[src/rtl/dps_defs.svh]
// Timing, geometry and flag-bit constants for the semaphore port host
`ifndef DPS_DEFS_SVH
`define DPS_DEFS_SVH

`define DPS_PERIOD_NS      40
`define DPS_SEM_COUNT      8
`define DPS_SEL_W          3
`define DPS_DATA_W         8
`define DPS_ADDR_W         12
`define DPS_SYNC_STAGES    2
`define DPS_FLAG_UPDATE_GAP_NS     10
`define DPS_WRITE_TO_READ_DELAY_NS 5
`define DPS_ENABLE_TO_DATA_DELAY_NS 25
`define DPS_WRITE_PULSE_NS 50
`define DPS_CYC(ns) ((((ns) + `DPS_PERIOD_NS - 1) / `DPS_PERIOD_NS) < 1 ? \
   1 : (((ns) + `DPS_PERIOD_NS - 1) / `DPS_PERIOD_NS))
`define DPS_GAP_CYC    `DPS_CYC(`DPS_FLAG_UPDATE_GAP_NS)
`define DPS_WPULSE_CYC `DPS_CYC(`DPS_WRITE_PULSE_NS)
`define DPS_READ_CYC   (`DPS_CYC(`DPS_WRITE_TO_READ_DELAY_NS + \
   `DPS_ENABLE_TO_DATA_DELAY_NS) + `DPS_SYNC_STAGES + 1)
`define DPS_REQUEST_BIT    1'h0
`define DPS_FREE_BIT       1'h1

`endif

[src/rtl/dps_pkg.sv]
// Types shared by the semaphore port host
package dps_pkg;

   typedef enum logic [1:0] {
      DPS_OP_INIT    = 2'h0,
      DPS_OP_ACQUIRE = 2'h1,
      DPS_OP_TRY     = 2'h2,
      DPS_OP_RELEASE = 2'h3
   } dps_op_t;

   typedef enum logic [7:0] {
      DPS_S_BOOT   = 8'h01,
      DPS_S_IDLE   = 8'h02,
      DPS_S_WSET   = 8'h04,
      DPS_S_WPULSE = 8'h08,
      DPS_S_WEND   = 8'h10,
      DPS_S_GAP    = 8'h20,
      DPS_S_READ   = 8'h40,
      DPS_S_RESP   = 8'h80
   } dps_state_t;

endpackage

[src/rtl/dps_sem_host.sv]
// Host that drives one port of a dual-port semaphore device
`timescale 1ns/1ps
`default_nettype none
`include "dps_defs.svh"

module dps_sem_host
   import dps_pkg::*;
#(
   parameter int SEM_COUNT = `DPS_SEM_COUNT,
   parameter int SEL_W     = `DPS_SEL_W,
   parameter int DATA_W    = `DPS_DATA_W,
   parameter int ADDR_W    = `DPS_ADDR_W
) (
   input  wire logic              clk,
   input  wire logic              resetn,
   input  wire logic              cmd_valid,
   output var  logic              cmd_ready,
   input  wire dps_op_t           cmd_op,
   input  wire logic [SEL_W-1:0]  cmd_sel,
   input  wire logic              acquire_cancel,
   output var  logic              rsp_valid,
   output var  logic              rsp_granted,
   output var  logic [ADDR_W-1:0] sem_addr,
   output var  logic              mem_select_n,
   output var  logic              semaphore_select_n,
   output var  logic              rw_n,
   output var  logic              oe_n,
   output var  logic [DATA_W-1:0] sem_data_out,
   output var  logic              sem_data_oe_n,
   input  wire logic [DATA_W-1:0] sem_data_in
);

   localparam logic [3:0] GAP_LAST    = 4'(`DPS_GAP_CYC - 1);
   localparam logic [3:0] WPULSE_LAST = 4'(`DPS_WPULSE_CYC - 1);
   localparam logic [3:0] READ_LAST   = 4'(`DPS_READ_CYC - 1);
   localparam logic [SEL_W-1:0] SEL_LAST = SEL_W'(SEM_COUNT - 1);

   dps_state_t        state_reg, state_next;
   dps_op_t           op_reg, op_next;
   logic [SEL_W-1:0]  sel_reg, sel_next;
   logic [3:0]        cnt_reg, cnt_next;
   logic              wbit_reg, wbit_next;
   logic              grant_reg, grant_next;
   logic              rsp_valid_reg, rsp_valid_next;
   logic              boot_reg, boot_next;
   logic              sem_n_reg, sem_n_next;
   logic              rw_n_reg, rw_n_next;
   logic              oe_n_reg, oe_n_next;
   logic              drv_n_reg, drv_n_next;
   logic [DATA_W-1:0] dout_reg, dout_next;
   logic [ADDR_W-1:0] addr_reg, addr_next;
   logic [DATA_W-1:0] din_sync;

   dps_sync #(
      .W (DATA_W)
   ) u_din_sync (
      .clk    (clk),
      .resetn (resetn),
      .d      (sem_data_in),
      .q      (din_sync)
   );

   // Sequencer
   always_comb begin
      state_next     = state_reg;
      op_next        = op_reg;
      sel_next       = sel_reg;
      cnt_next       = cnt_reg;
      wbit_next      = wbit_reg;
      grant_next     = grant_reg;
      rsp_valid_next = 1'b0;
      boot_next      = boot_reg;
      case (state_reg)
         DPS_S_BOOT: begin
            op_next    = DPS_OP_INIT;
            sel_next   = '0;
            wbit_next  = `DPS_FREE_BIT;
            state_next = DPS_S_WSET;
         end
         DPS_S_IDLE: begin
            if (cmd_valid) begin
               op_next    = cmd_op;
               sel_next   = (cmd_op == DPS_OP_INIT) ? '0 : cmd_sel;
               grant_next = 1'b0;
               wbit_next  = (cmd_op == DPS_OP_ACQUIRE ||
                             cmd_op == DPS_OP_TRY) ?
                            `DPS_REQUEST_BIT : `DPS_FREE_BIT;
               state_next = DPS_S_WSET;
            end
         end
         DPS_S_WSET: begin
            cnt_next   = '0;
            state_next = DPS_S_WPULSE;
         end
         DPS_S_WPULSE: begin
            cnt_next = cnt_reg + 4'h1;
            if (cnt_reg == WPULSE_LAST) begin
               state_next = DPS_S_WEND;
            end
         end
         DPS_S_WEND: begin
            cnt_next   = '0;
            state_next = DPS_S_GAP;
         end
         DPS_S_GAP: begin
            cnt_next = cnt_reg + 4'h1;
            if (cnt_reg == GAP_LAST) begin
               cnt_next = '0;
               if (wbit_reg == `DPS_REQUEST_BIT) begin
                  state_next = DPS_S_READ;
               end else if (op_reg == DPS_OP_INIT && sel_reg != SEL_LAST) begin
                  sel_next   = sel_reg + 1'b1;
                  state_next = DPS_S_WSET;
               end else begin
                  state_next = DPS_S_RESP;
               end
            end
         end
         DPS_S_READ: begin
            cnt_next = cnt_reg + 4'h1;
            if (cnt_reg == READ_LAST) begin
               cnt_next = '0;
               if (din_sync[0] == `DPS_REQUEST_BIT) begin
                  grant_next = 1'b1;
                  state_next = DPS_S_RESP;
               end else if (op_reg == DPS_OP_ACQUIRE && !acquire_cancel) begin
                  state_next = DPS_S_GAP;
               end else begin
                  wbit_next  = `DPS_FREE_BIT;
                  state_next = DPS_S_WSET;
               end
            end
         end
         DPS_S_RESP: begin
            // Boot init answers nobody
            rsp_valid_next = !boot_reg;
            boot_next      = 1'b0;
            state_next     = DPS_S_IDLE;
         end
         default: begin
            state_next = DPS_S_BOOT;
         end
      endcase
   end

   // Pin levels follow the next state
   always_comb begin
      sem_n_next = 1'b1;
      rw_n_next  = 1'b1;
      oe_n_next  = 1'b1;
      drv_n_next = 1'b1;
      dout_next  = dout_reg;
      addr_next  = ADDR_W'(sel_next);
      case (state_next)
         DPS_S_WSET: begin
            sem_n_next = 1'b0;
            drv_n_next = 1'b0;
            dout_next  = DATA_W'(wbit_next);
         end
         DPS_S_WPULSE: begin
            sem_n_next = 1'b0;
            rw_n_next  = 1'b0;
            drv_n_next = 1'b0;
         end
         DPS_S_WEND: begin
            sem_n_next = 1'b0;
            drv_n_next = 1'b0;
         end
         DPS_S_READ: begin
            sem_n_next = 1'b0;
            oe_n_next  = 1'b0;
         end
         default: begin
            sem_n_next = 1'b1;
         end
      endcase
   end

   always_ff @(posedge clk or negedge resetn) begin
      if (!resetn) begin
         state_reg     <= DPS_S_BOOT;
         op_reg        <= DPS_OP_INIT;
         sel_reg       <= '0;
         cnt_reg       <= '0;
         wbit_reg      <= `DPS_FREE_BIT;
         grant_reg     <= 1'b0;
         rsp_valid_reg <= 1'b0;
         boot_reg      <= 1'b1;
         sem_n_reg     <= 1'b1;
         rw_n_reg      <= 1'b1;
         oe_n_reg      <= 1'b1;
         drv_n_reg     <= 1'b1;
         dout_reg      <= '0;
         addr_reg      <= '0;
      end else begin
         state_reg     <= state_next;
         op_reg        <= op_next;
         sel_reg       <= sel_next;
         cnt_reg       <= cnt_next;
         wbit_reg      <= wbit_next;
         grant_reg     <= grant_next;
         rsp_valid_reg <= rsp_valid_next;
         boot_reg      <= boot_next;
         sem_n_reg     <= sem_n_next;
         rw_n_reg      <= rw_n_next;
         oe_n_reg      <= oe_n_next;
         drv_n_reg     <= drv_n_next;
         dout_reg      <= dout_next;
         addr_reg      <= addr_next;
      end
   end

   assign cmd_ready          = (state_reg == DPS_S_IDLE);
   assign rsp_valid          = rsp_valid_reg;
   assign rsp_granted        = grant_reg;
   assign sem_addr           = addr_reg;
   assign mem_select_n       = 1'b1;
   assign semaphore_select_n = sem_n_reg;
   assign rw_n               = rw_n_reg;
   assign oe_n               = oe_n_reg;
   assign sem_data_out       = dout_reg;
   assign sem_data_oe_n      = drv_n_reg;

endmodule // dps_sem_host

`default_nettype wire

[src/rtl/dps_sync.sv]
// Two-stage synchroniser for pin inputs
`timescale 1ns/1ps
`default_nettype none

module dps_sync #(
   parameter int W = 8
) (
   input  wire logic         clk,
   input  wire logic         resetn,
   input  wire logic [W-1:0] d,
   output var  logic [W-1:0] q
);

   logic [W-1:0] meta_reg;
   logic [W-1:0] q_reg;

   always_ff @(posedge clk or negedge resetn) begin
      if (!resetn) begin
         meta_reg <= '0;
         q_reg    <= '0;
      end else begin
         meta_reg <= d;
         q_reg    <= meta_reg;
      end
   end

   assign q = q_reg;

endmodule // dps_sync

`default_nettype wire

[config.mk]
export PLATFORM = sky130hd
export DESIGN_NAME = dps_sem_host
export DESIGN_NICKNAME = d
export VERILOG_FILES = /design/src/rtl/dps_pkg.sv /design/src/rtl/dps_sem_host.sv /design/src/rtl/dps_sync.sv
export VERILOG_INCLUDE_DIRS = /design/src /design/src/rtl
export SDC_FILE = /design/constraint.sdc
export NUM_CORES = 1
export LEC_CHECK = 0
export BUFFER_PORTS_ARGS = -buffer_cell sky130_fd_sc_hd__buf_2
export CAP_MARGIN = 5
export CORE_MARGIN = 1.5
export CORE_UTILIZATION = 40
export CTS_CLUSTER_DIAMETER = 80
export CTS_CLUSTER_SIZE = 16
export DETAILED_ROUTE_END_ITERATION = 7
export PLACE_DENSITY_LB_ADDON = 0.08
export SKIP_LAST_GASP = 1
export SLEW_MARGIN = 30
export SYNTH_ARGS = -nofsm -noshare
export SYNTH_HDL_FRONTEND = slang
export SYNTH_HIERARCHICAL = 1
export SYNTH_SLANG_ARGS = --single-unit
[constraint.sdc]
create_clock -name clk -period 6.5 [get_ports clk]
set_clock_uncertainty 0.2 [all_clocks]
set_input_delay 0 -clock clk [delete_from_list [all_inputs] [get_ports clk]]
set_output_delay 0 -clock clk [all_outputs]
set_load 0.1 [all_outputs]
==> flow_summary.yaml <==
cells_and_area:
  largest_reg_flops: 8
  nets: 226
  layout_common_cells: "dfrtp_1, buf_2, nor2_1"
  drive_gt1_frac: 0.2277
  synthToLayoutAreaGrowth_pct: 13.67
  num_antenna_cells: 0
  final_common_cell: "dfrtp_1"
global_routing:
  grt_pass1_wl_um: 5927
  grt_overflow: 0
  track_usage: 0.1753
  grt_pass1_vias: 1227
  grt_max_degree: 29
  antenna_found_initial: 0
sta:
  finalSetupViolations: 0
  hold_slack_ps: 60.27
  final.setup.tns_ps: 0
  relSlewSlack: 0.4383
  min_period_over_period: 0.3763
  rsz0062_at_grt: "false"
  min_period_ps: 2446
  finalHoldViolCount: 0
  fmax_mhz: 408.9
  worstMarginPinSlew_ps: 840.8
  final-max-slew-violation-count: 0
cts:
  postCtsHoldBufs: 9
  clock_path_buffers: 2
  htreeDepth: 1
  clk_pin_slew_ps: 100
  cts-buffers-inserted: 3
  clock-root-buffer: "clkbuf_8"
  tritoncts: "done"
  clock_sinks: 28
  insertion_delay_ps: 280
  cts_setup_buffers: 0
  cts-resized-gates: 0
power_and_ir_drop:
  switching_power_mw: 0.4156
  peakVddDrop_v: 0.0002533
  p_int_mw: 0.4108
  p_comb_frac: 0.524
  power.share.switching: 0.5029
  seqPwrFrac: 0.306
  p_per_area_nw_per_um2: 431.7
  p_leak_nw: 0.8942
  clkPwrFrac: 0.170
setup_path:
  r2r_start: "sem_addr[0]$_DFFE_PN0P_"
  endpoint_kind: "register"
  required_ps: 6510
  reg2regPathDepth: 7
  crit_end: "sem_addr[0]$_DFFE_PN0P_"
  cp_max_fo: 4
  r2r_slack_ps: 4050
  reg2reg_to: "sem_addr[0]$_DFFE_PN0P_"
  crit_arrival_ps: 2450
  worstSetupPathType: "reg -> reg"
  critPathLaunch: "sem_addr[0]$_DFFE_PN0P_"
  crit_path_start_kind: "register"
floorplan:
  core_sq_um: 4029
  start_util: 0.4180
  chipHeight_um: 67.89
  io_pins: 45
  die_area_sq_um: 4608
  fp.dieW_um: 67.89
  row_count: 23
drt:
  drc: 0
  wirelength_um: 3695
  drt_iter0_markers: 64
  wire_per_inst_um: 14.66
  antenna_left: 0
  dr_total_vias: 1295
  vias_per_cell: 5.139
  dr.pass1.iters: 4
placed_design:
  place.port_buffers: 20
  gp_congestion: 0.7758
  hpwl_um: 2836
job:
  max_cap_viol_count: 0
synthesis:
  synth-warning-count: 6
  syn_avg_cell_area_sq_um: 9.679
  syn_inst: 174
  syn_area_sq_um: 1684
run_status:
  status: "finished clean"
hold_path:
  hp-class: "in -> async"
[critical path, cell delays in order, from the launching register on]
cell	delay [ps]
dfrtp_1	430
ha_1	220
ha_1	210
nor4b_1	430
nand3_1	250
a221oi_2	390
a21oi_1	120
a21oi_1	130
[power groups by stage]
stage | registers, mW | clock network [mW] | logic (mW)
6_report | 0.253 | 0.140 | 0.433
5_1_grt | 0.259 | 0.153 | 0.462
4_1_cts | 0.253 | 0.144 | 0.433
3_5_place_dp | 0.257 | 0 | 0.428
3_3_place_gp | 0.253 | 0 | 0.419
2_1_floorplan | 0.386 | 0 | 0.228
[worst min path at each step]
stage,endpoint,slack [ps]
floorplan,cnt_reg[0]$_DFFE_PN0P_,-500
global placement,cnt_reg[0]$_DFFE_PN0P_,-150
global route,sem_addr[2]$_DFFE_PN0P_,140
CTS,cnt_reg[0]$_DFFE_PN0P_,90
finish,cnt_reg[0]$_DFFE_PN0P_,60
detailed placement,cnt_reg[0]$_DFFE_PN0P_,-140
[per-layer routing]
layer,vias to the layer above,GRT usage,wire length [um]
met5,-,0,0
met1,624,0.2259,1616
met2,32,0.2917,1868
met4,0,0.07000,60
li1,635,-,-
met3,4,0.03125,150
[final cells by class]
cell class / instances / area, sq um
inverter: 10 / 37.54
fill: 396 / 2115
clock buffer: 3 / 41.29
multi-input combinational: 131 / 843.3
timing repair buffer: 29 / 190.2
clock inverter: 1 / 30.03
sequential: 28 / 709.4
tap: 50 / 62.56
[through the flow]
| stage | setup slack, ps | cell area [sq um] | power [mW] | std cells | util |
|---|---|---|---|---|---|
| finish | 4054 | 1914 | 0.8265 | 252 | 0.4752 |
| detailed placement | 4088 | 1753 | 0.6847 | 239 | 0.4351 |
| floorplan | 3860 | 1740 | 0.6133 | 189 | - |
| global route | 3899 | 1914 | 0.8737 | 252 | 0.4752 |
| CTS | 4063 | 1914 | 0.8300 | 252 | 0.4752 |
| global placement | 4179 | 1753 | 0.6721 | 239 | 0.4351 |
(Power assumes the default switching activity.)
